$ cat config.mk
export PLATFORM = sky130hd
export DESIGN_NAME = sub_exec
export DESIGN_NICKNAME = d
export VERILOG_FILES = /design/src/common/sub_exec_pkg.sv /design/src/rtl/sub_exec.sv
export SDC_FILE = /design/constraint.sdc
export NUM_CORES = 1
export LEC_CHECK = 0
export ABC_AREA = 0
export BUFFER_PORTS_ARGS = -buffer_cell sky130_fd_sc_hd__buf_2
export CORE_MARGIN = 2
export CORE_UTILIZATION = 50
export DETAILED_ROUTE_END_ITERATION = 10
export PLACE_DENSITY_LB_ADDON = 0.15
export SYNTH_ARGS = -nofsm -noshare
export SYNTH_HDL_FRONTEND = slang
export SYNTH_SLANG_ARGS = --single-unit
export TNS_END_PERCENT = 30
$ cat constraint.sdc
create_clock -name hclk -period 5.3 [get_ports hclk]
set_input_delay 0 -clock hclk [delete_from_list [all_inputs] [get_ports hclk]]
set_output_delay 0 -clock hclk [all_outputs]
set_load 0.005 [all_outputs]
$ cat src/common/sub_exec_pkg.sv
/*
 * Constants and carrier types for the subtract execution block:
 * register offsets, field positions, opcode patterns, addressing limits.
 * Assumes a 32-bit AHB-Lite register bus and an 8-bit banked data memory
 * with a 12-bit address outside the block.
 */
package sub_exec_pkg;

   // Register byte offsets on the bus
   localparam logic [7:0] OFS_OPCODE = 8'h00;
   localparam logic [7:0] OFS_ACCUM = 8'h04;
   localparam logic [7:0] OFS_BANK = 8'h08;
   localparam logic [7:0] OFS_CONFIG = 8'h0C;
   localparam logic [7:0] OFS_STATUS = 8'h10;
   localparam logic [7:0] OFS_INDEX = 8'h14;
   localparam logic [7:0] OFS_LAST_ADDR = 8'h18;
   localparam int REG_ADDR_W = 8;

   // Status and config register bit positions
   localparam int ST_C = 0;
   localparam int ST_DCARRY = 1;
   localparam int ST_Z = 2;
   localparam int ST_OVF = 3;
   localparam int ST_N = 4;
   localparam int ST_BUSY = 8;
   localparam int ST_ILLEGAL = 9;
   localparam int ST_DROPPED = 10;
   localparam int CFG_EXT = 0;

   // Opcode fields and patterns
   localparam logic [7:0] LIT_OPCODE = 8'h08;
   localparam logic [5:0] REG_OPCODE = 6'h17;
   localparam int DEST_BIT = 9;
   localparam int BANK_BIT = 8;

   // Addressing limits and pages
   localparam logic [7:0] ACCESS_LIMIT = 8'h5F;
   localparam logic [3:0] ACCESS_LOW_PAGE = 4'h0;
   localparam logic [3:0] ACCESS_HIGH_PAGE = 4'hF;

   // Reset values
   localparam logic [15:0] OPCODE_RST = 16'h0000;
   localparam logic [7:0] BYTE_RST = 8'h00;
   localparam logic [3:0] BANK_RST = 4'h0;
   localparam logic [11:0] ADDR_RST = 12'h000;

   localparam logic [1:0] HTRANS_NONSEQ = 2'h2;
   localparam logic [1:0] HRESP_OKAY = 2'h0;
   localparam logic [31:0] WORD_ZERO = 32'h0000_0000;

   // Arithmetic flags
   typedef struct packed {
      logic neg;
      logic ovf;
      logic zero;
      logic dcarry;
      logic carry;
   } flags_t;

   // Request to the banked data memory
   typedef struct packed {
      logic rd;
      logic wr;
      logic [11:0] addr;
      logic [7:0] wdata;
   } mem_req_t;

   typedef enum logic [2:0] {
      ST_IDLE,
      ST_Q1,
      ST_Q2,
      ST_Q3,
      ST_Q4
   } phase_t;

endpackage

$ cat src/rtl/sub_exec.sv
/*
 * Execution unit for the two 8-bit subtract instructions: literal minus
 * accumulator, and register minus accumulator with a selectable destination.
 * Software loads opcodes and state over AHB-Lite; each instruction runs in
 * four quarter-phases of one hclk cycle each.
 * Assumes the data memory answers a read strobe with data in the next cycle
 * and takes a write strobe in the cycle it is high.
 */
// Functional notes
// - Literal op computes literal minus accumulator.
// - Literal op writes accumulator, four cycles.
// - Register op computes register minus accumulator.
// - Destination bit picks accumulator or register.
// - Bank bit picks access bank or bank select.
// - Extended set, access-bank low addresses use indexed offset.
// - Register op: decode, read, compute, write.
// - Literal op: decode, take literal, compute, write.
`timescale 1ns/100ps

module sub_exec (
   // Clock and reset
   input wire logic hclk,
   input wire logic hresetn,
   // AHB-Lite slave
   input wire logic hsel,
   input wire logic [31:0] haddr,
   input wire logic [1:0] htrans,
   input wire logic hwrite,
   input wire logic [2:0] hsize,
   input wire logic [31:0] hwdata,
   input wire logic hready,
   output logic hreadyout,
   output logic [1:0] hresp,
   output logic [31:0] hrdata,
   // Banked data memory
   output sub_exec_pkg::mem_req_t mem_req,
   input wire logic [7:0] mem_rdata,
   // Completion
   output logic exec_done
);
   import sub_exec_pkg::*;

   phase_t state_q;
   logic [15:0] opcode_q;
   logic [7:0] accum_q;
   logic [3:0] bank_q;
   logic ext_q;
   logic [11:0] index_q;
   logic [11:0] last_addr_q;
   flags_t flags_q;
   flags_t flags_d;
   logic illegal_q;
   logic dropped_q;
   logic [7:0] result_q;
   logic [7:0] result_d;
   logic dest_reg_q;
   logic wr_pend_q;
   logic [REG_ADDR_W-1:0] wr_addr_q;
   logic [7:0] operand;
   logic [8:0] diff9;
   logic [4:0] diff5;
   logic is_lit;
   logic is_reg;
   logic busy;
   logic wr_en;
   logic rd_en;
   logic [11:0] eff_addr;
   logic [31:0] rd_mux;

   // Opcode class decode
   assign is_lit = (opcode_q[15:8] == LIT_OPCODE);
   assign is_reg = (opcode_q[15:10] == REG_OPCODE);
   assign busy = (state_q != ST_IDLE);

   // Bus phases: write lands in the data phase, reads answered at once
   assign rd_en = hsel && hready && (htrans == HTRANS_NONSEQ) && !hwrite;
   assign wr_en = wr_pend_q;

   // Address phase capture for writes
   always_ff @(posedge hclk or negedge hresetn) begin
      if (!hresetn) begin
         wr_pend_q <= 1'b0;
         wr_addr_q <= '0;
      end else if (hready) begin
         wr_pend_q <= hsel && (htrans == HTRANS_NONSEQ) && hwrite;
         wr_addr_q <= haddr[REG_ADDR_W-1:0];
      end
   end

   // Read mux; unmapped offsets read as zero
   always_comb begin
      rd_mux = WORD_ZERO;
      if (haddr[REG_ADDR_W-1:0] == OFS_OPCODE) begin
         rd_mux[15:0] = opcode_q;
      end else if (haddr[REG_ADDR_W-1:0] == OFS_ACCUM) begin
         rd_mux[7:0] = accum_q;
      end else if (haddr[REG_ADDR_W-1:0] == OFS_BANK) begin
         rd_mux[3:0] = bank_q;
      end else if (haddr[REG_ADDR_W-1:0] == OFS_CONFIG) begin
         rd_mux[CFG_EXT] = ext_q;
      end else if (haddr[REG_ADDR_W-1:0] == OFS_STATUS) begin
         rd_mux[ST_C] = flags_q.carry;
         rd_mux[ST_DCARRY] = flags_q.dcarry;
         rd_mux[ST_Z] = flags_q.zero;
         rd_mux[ST_OVF] = flags_q.ovf;
         rd_mux[ST_N] = flags_q.neg;
         rd_mux[ST_BUSY] = busy;
         rd_mux[ST_ILLEGAL] = illegal_q;
         rd_mux[ST_DROPPED] = dropped_q;
      end else if (haddr[REG_ADDR_W-1:0] == OFS_INDEX) begin
         rd_mux[11:0] = index_q;
      end else if (haddr[REG_ADDR_W-1:0] == OFS_LAST_ADDR) begin
         rd_mux[11:0] = last_addr_q;
      end
   end

   // Read data registered so it stands for the whole data phase
   always_ff @(posedge hclk or negedge hresetn) begin
      if (!hresetn) begin
         hrdata <= WORD_ZERO;
      end else if (rd_en) begin
         hrdata <= rd_mux;
      end
   end

   // Zero wait states, always OKAY
   always_ff @(posedge hclk or negedge hresetn) begin
      if (!hresetn) begin
         hreadyout <= 1'b0;
         hresp <= HRESP_OKAY;
      end else begin
         hreadyout <= 1'b1;
         hresp <= HRESP_OKAY;
      end
   end

   // Operand address: bank select, indexed offset or access bank
   always_comb begin
      if (opcode_q[BANK_BIT]) begin
         eff_addr = {bank_q, opcode_q[7:0]};
      end else if (ext_q && (opcode_q[7:0] <= ACCESS_LIMIT)) begin
         eff_addr = index_q + {4'h0, opcode_q[7:0]};
      end else if (opcode_q[7:0] <= ACCESS_LIMIT) begin
         eff_addr = {ACCESS_LOW_PAGE, opcode_q[7:0]};
      end else begin
         eff_addr = {ACCESS_HIGH_PAGE, opcode_q[7:0]};
      end
   end

   // Subtrahend is always the accumulator; borrow-free gives carry high
   assign operand = is_lit ? opcode_q[7:0] : mem_rdata;
   assign diff9 = {1'b0, operand} + {1'b0, ~accum_q} + 9'h001;
   assign diff5 = {1'b0, operand[3:0]} + {1'b0, ~accum_q[3:0]} + 5'h01;
   assign result_d = diff9[7:0];

   // Flag derivation from the two's complement difference
   always_comb begin
      flags_d.carry = diff9[8];
      flags_d.dcarry = diff5[4];
      flags_d.ovf = (operand[7] != accum_q[7]) && (result_d[7] != operand[7]);
      flags_d.zero = (result_d == BYTE_RST);
      flags_d.neg = result_d[7];
   end

   // Quarter-phase sequencer, one hclk per phase
   always_ff @(posedge hclk or negedge hresetn) begin
      if (!hresetn) begin
         state_q <= ST_IDLE;
      end else begin
         case (state_q)
            ST_IDLE: begin
               if (wr_en && (wr_addr_q == OFS_OPCODE)) begin
                  state_q <= ST_Q1;
               end
            end
            ST_Q1: begin
               // Unknown opcodes stop at decode
               state_q <= (is_lit || is_reg) ? ST_Q2 : ST_IDLE;
            end
            ST_Q2: state_q <= ST_Q3;
            ST_Q3: state_q <= ST_Q4;
            ST_Q4: state_q <= ST_IDLE;
            default: state_q <= ST_IDLE;
         endcase
      end
   end

   // Opcode latch; a write while busy would corrupt the running decode
   always_ff @(posedge hclk or negedge hresetn) begin
      if (!hresetn) begin
         opcode_q <= OPCODE_RST;
      end else if (wr_en && (wr_addr_q == OFS_OPCODE) && !busy) begin
         opcode_q <= hwdata[15:0];
      end
   end

   // Destination decision made in the decode phase
   always_ff @(posedge hclk or negedge hresetn) begin
      if (!hresetn) begin
         dest_reg_q <= 1'b0;
      end else if (state_q == ST_Q1) begin
         dest_reg_q <= is_reg && opcode_q[DEST_BIT];
      end
   end

   // Result and flags taken in the compute phase
   always_ff @(posedge hclk or negedge hresetn) begin
      if (!hresetn) begin
         result_q <= BYTE_RST;
      end else if (state_q == ST_Q3) begin
         result_q <= result_d;
      end
   end

   always_ff @(posedge hclk or negedge hresetn) begin
      if (!hresetn) begin
         flags_q <= '0;
      end else if (state_q == ST_Q3) begin
         flags_q <= flags_d;
      end
   end

   // Accumulator: written in the last phase, else by software when idle
   always_ff @(posedge hclk or negedge hresetn) begin
      if (!hresetn) begin
         accum_q <= BYTE_RST;
      end else if ((state_q == ST_Q4) && !dest_reg_q) begin
         accum_q <= result_q;
      end else if (wr_en && (wr_addr_q == OFS_ACCUM) && !busy) begin
         accum_q <= hwdata[7:0];
      end
   end

   // Memory strobes: read during the read phase, write during the last
   always_ff @(posedge hclk or negedge hresetn) begin
      if (!hresetn) begin
         mem_req <= '0;
      end else begin
         mem_req.rd <= (state_q == ST_Q1) && is_reg;
         mem_req.wr <= (state_q == ST_Q3) && dest_reg_q;
         mem_req.wdata <= (state_q == ST_Q3) ? result_d : BYTE_RST;
         if (state_q == ST_Q1) begin
            mem_req.addr <= eff_addr;
         end
      end
   end

   // Last operand address, kept for software inspection
   always_ff @(posedge hclk or negedge hresetn) begin
      if (!hresetn) begin
         last_addr_q <= ADDR_RST;
      end else if ((state_q == ST_Q1) && is_reg) begin
         last_addr_q <= eff_addr;
      end
   end

   // Bank select, extended mode and index base: software only, idle only
   always_ff @(posedge hclk or negedge hresetn) begin
      if (!hresetn) begin
         bank_q <= BANK_RST;
      end else if (wr_en && (wr_addr_q == OFS_BANK) && !busy) begin
         bank_q <= hwdata[3:0];
      end
   end

   always_ff @(posedge hclk or negedge hresetn) begin
      if (!hresetn) begin
         ext_q <= 1'b0;
      end else if (wr_en && (wr_addr_q == OFS_CONFIG) && !busy) begin
         ext_q <= hwdata[CFG_EXT];
      end
   end

   always_ff @(posedge hclk or negedge hresetn) begin
      if (!hresetn) begin
         index_q <= ADDR_RST;
      end else if (wr_en && (wr_addr_q == OFS_INDEX) && !busy) begin
         index_q <= hwdata[11:0];
      end
   end

   // Sticky error bits: write one to clear, a new event wins the same cycle
   always_ff @(posedge hclk or negedge hresetn) begin
      if (!hresetn) begin
         illegal_q <= 1'b0;
      end else if ((state_q == ST_Q1) && !is_lit && !is_reg) begin
         illegal_q <= 1'b1;
      end else if (wr_en && (wr_addr_q == OFS_STATUS) && hwdata[ST_ILLEGAL]) begin
         illegal_q <= 1'b0;
      end
   end

   always_ff @(posedge hclk or negedge hresetn) begin
      if (!hresetn) begin
         dropped_q <= 1'b0;
      end else if (wr_en && busy && (wr_addr_q != OFS_STATUS)) begin
         dropped_q <= 1'b1;
      end else if (wr_en && (wr_addr_q == OFS_STATUS) && hwdata[ST_DROPPED]) begin
         dropped_q <= 1'b0;
      end
   end

   // One-cycle completion pulse after the write phase
   always_ff @(posedge hclk or negedge hresetn) begin
      if (!hresetn) begin
         exec_done <= 1'b0;
      end else begin
         exec_done <= (state_q == ST_Q4);
      end
   end

endmodule

==> impl_metrics.env <==
export IMPL_yosys_warnings=0
export IMPL_num_vias=4889
export IMPL_cts_clk_slew_worst_paths_ns=0.05
export IMPL_clock_skew_ns=0.00660
export IMPL_max_freq_ghz=0.312
export IMPL_maxCapViolCount=0
export IMPL_grt_usage_pct=24.6
export IMPL_rsz0062_at_grt="false"
export IMPL_cts_tree="built"
export IMPL_ant_nets=0
export IMPL_die_height_um=115
export IMPL_postLayoutCellArea_um2=7560
export IMPL_core_area_um2=12100
export IMPL_synthTopCellsByCount="dfrtp_1 (120), nand2_1 (61), o21ai_0 (47)"
export IMPL_ys_types=55
export IMPL_p_clk_share_pct=49.4
export IMPL_placed_area_um2=6640
export IMPL_ctsResizeCount=0
export IMPL_combPwrFrac_pct=10.9
export IMPL_wire_per_inst_um=17.8
export IMPL_drt_total_wl_um=15600
export IMPL_power_density_nw_per_um2=340
export IMPL_path_max_fanout=10
export IMPL_worstPathArrival_ns=3.56
export IMPL_max_slew_margin_pct=17.5
export IMPL_status="finished clean"
export IMPL_grt_overflow_total=0
export IMPL_synth_top_area_share_pct=48.3
export IMPL_seq_power_share_pct=39.7
export IMPL_clock_latency_ns=0.42
export IMPL_cp_end_kind="flip-flop"
export IMPL_synth_yosys_seq_area_share_pct=48.3
export IMPL_start_kind="flip-flop"
export IMPL_grt_pass1_vias=4725
export IMPL_grt_pass1_wl_um=24900
export IMPL_yosysMostFrequentCell="dfrtp_1"
export IMPL_leakagePower_nw=3.63
export IMPL_pin_count=140
export IMPL_first_iter_violations=261
export IMPL_syn_area_per_cell_um2=10.4
export IMPL_sw_frac_of_total_pct=23.1
export IMPL_synthArstFlopShare_pct=100
export IMPL_ys_flop_type="dfrtp_1"
export IMPL_port_buffers=78
export IMPL_clock_sinks=120
export IMPL_dieArea_um2=13300
export IMPL_areaGrowthSynthToFinish_pct=21.8
export IMPL_drc=0
export IMPL_drive_gt1_share_pct=24.4
export IMPL_tightest_slew_ns=1.24
export IMPL_clk_path_buf_depth=2
export IMPL_antenna_found_initial=0
export IMPL_synth_edf_count=0
export IMPL_fin_crit_ns=3.21
export IMPL_initial_core_util_pct=51.5
export IMPL_grt_max_degree=65
export IMPL_firstDrtPassIters=4
export IMPL_num_rows=40
export IMPL_fin_setup_tns_ns=0
export IMPL_period_share_pct=60.5
export IMPL_cts_buffers=17
export IMPL_hp_class="in -> reg"
export IMPL_h_tree_depth=4
export IMPL_syn_area_um2=6210
export IMPL_synth_area_leaders="dfrtp_1 (48%), mux2_2 (7.3%), o21ai_0 (3.8%)"
export IMPL_dieWidth_um=115
export IMPL_finalSetupViolations=0
export IMPL_worst_ep_required_time_ns=5.65
export IMPL_nets=797
export IMPL_gp_congestion=0.952
export IMPL_p_sw_uw=595
export IMPL_slew_violations=0
export IMPL_critPathKind="reg -> reg"
export IMPL_hold_viol=0
export IMPL_via_per_inst=5.57
export IMPL_intPower_mw=1.98
export IMPL_synth_top_cell_by_area="dfrtp_1"
export IMPL_synthCells=600
export IMPL_cts_root_buffer="clkbuf_16"
export IMPL_place_hpwl_um=10900
export IMPL_ys_ff_latch=120
export IMPL_diodes=0
export IMPL_ir_drop_mv=0.161
## logic make-up (layout without fill, tap and decap cells)
kind of cell	Yosys count	after routing	synth area share (%)
compound gates	137	137	13.8
other cells	2	19	0.121
simple gates	170	170	13.7
fa+ha+maj	18	18	3.87
flops	120	120	48.3
buf+inv	72	165	5.78
mux	67	67	12.4
xor+xnor	14	14	1.97
## worst paths after layout
check | from | end | slack [ns] | depth (start not counted)
worst min register to register | hrdata[14]$_DFFE_PN0P_ | hrdata[14]$_DFFE_PN0P_ | 0.46 | 2
worst max register to register | opcode_q[9]$_DFFE_PN0P_ | result_q[7]$_DFFE_PN0P_ | 2.09 | 10
worst min-delay path | haddr[4] | wr_addr_q[4]$_DFFE_PN0P_ | 0.03 | 3
min in group asynchronous | hresetn | mem_req[14]$_DFFE_PN0P_ | 0.22 | 2
max in group asynchronous | hresetn | mem_req[15]$_DFFE_PN0P_ | 3.85 | 3
worst max-delay path | opcode_q[9]$_DFFE_PN0P_ | result_q[7]$_DFFE_PN0P_ | 2.09 | 10
## final cells by class
| type | instances | area (um^2) |
|---|---|---|
| fillers | 979 | 4500 |
| clock inverters | 6 | 133 |
| clock buffers | 26 | 529 |
| well taps | 168 | 210 |
| multi-input cells | 425 | 2920 |
| inverters | 27 | 101 |
| repair buffers | 106 | 668 |
| flip-flops and latches | 120 | 3000 |
## state kept, by name, indices dropped and copies added (netlist names), 4 cells and up
name / count
mem_req: 22
result_q: 8
last_addr_q: 12
index_q: 12
accum_q: 8
opcode_q: 16
flags_q: 4
hrdata: 16
wr_addr_q: 8
bank_q: 4
## per-stage QoR
| stage | setup slack, ns | hold WS (ns) | total power, mW | utilization [%] | instances |
|---|---|---|---|---|---|
| 2_1_floorplan | 2.62 | -0.296 | 1.20 | - | 617 |
| 3_3_place_gp | 2.18 | 0.141 | 1.29 | 55.1 | 820 |
| 3_5_place_dp | 2.13 | 0.154 | 1.30 | 55.1 | 820 |
| 4_1_cts | 2.06 | 0.0150 | 2.59 | 62.7 | 878 |
| 5_1_grt | 1.87 | 0.0711 | 2.67 | 62.7 | 878 |
| 6_report | 2.09 | 0.0347 | 2.57 | 62.7 | 878 |
## critical path: stages (launching register included)
cell and delay [ns]:
dfrtp_1 0.44, nor4_1 0.28, and3_1 0.55, mux2_2 0.41
ha_1 0.34, o21ai_0 0.09, a21oi_1 0.22, nor4_1 0.08
o21bai_1 0.22, xor2_1 0.30, mux2_2 0.21
## metal layers
metal  part of all wire [%]  track usage, %  up-vias  wire (um)
met5                      0               0        -          0
met4                    2.0            9.56        0        312
met3                    6.4            5.28       32       1000
met2                     45            36.8      205       6950
met1                     47            35.2     2370       7330
li1                       -               -     2282          -
## repair_timing
action,4_1_cts,5_1_grt
setup endpoints to repair,0,0
hold buffers,26,0
setup buffers,0,0
hold endpoints to repair,112,0
## power by group through the flow
stage / sequential [mW] / combinational [mW] / clock, mW
finish: 1.02 / 0.281 / 1.27
global route: 1.03 / 0.315 / 1.33
CTS: 1.02 / 0.279 / 1.29
detailed placement: 1.03 / 0.262 / 0
global placement: 1.03 / 0.256 / 0
floorplan: 1.02 / 0.170 / 0
## layout by cell type, fill, tap and decap left out, drive strengths merged, types with 26 or more instances in the layout
master / n
dlygate4sd3: 26
a21oi: 30
inv: 27
mux2: 50
clkbuf: 26
dfrtp: 120
buf: 80
nor2: 42
nand2: 63
o21ai: 48
(Power assumes the default switching activity.)
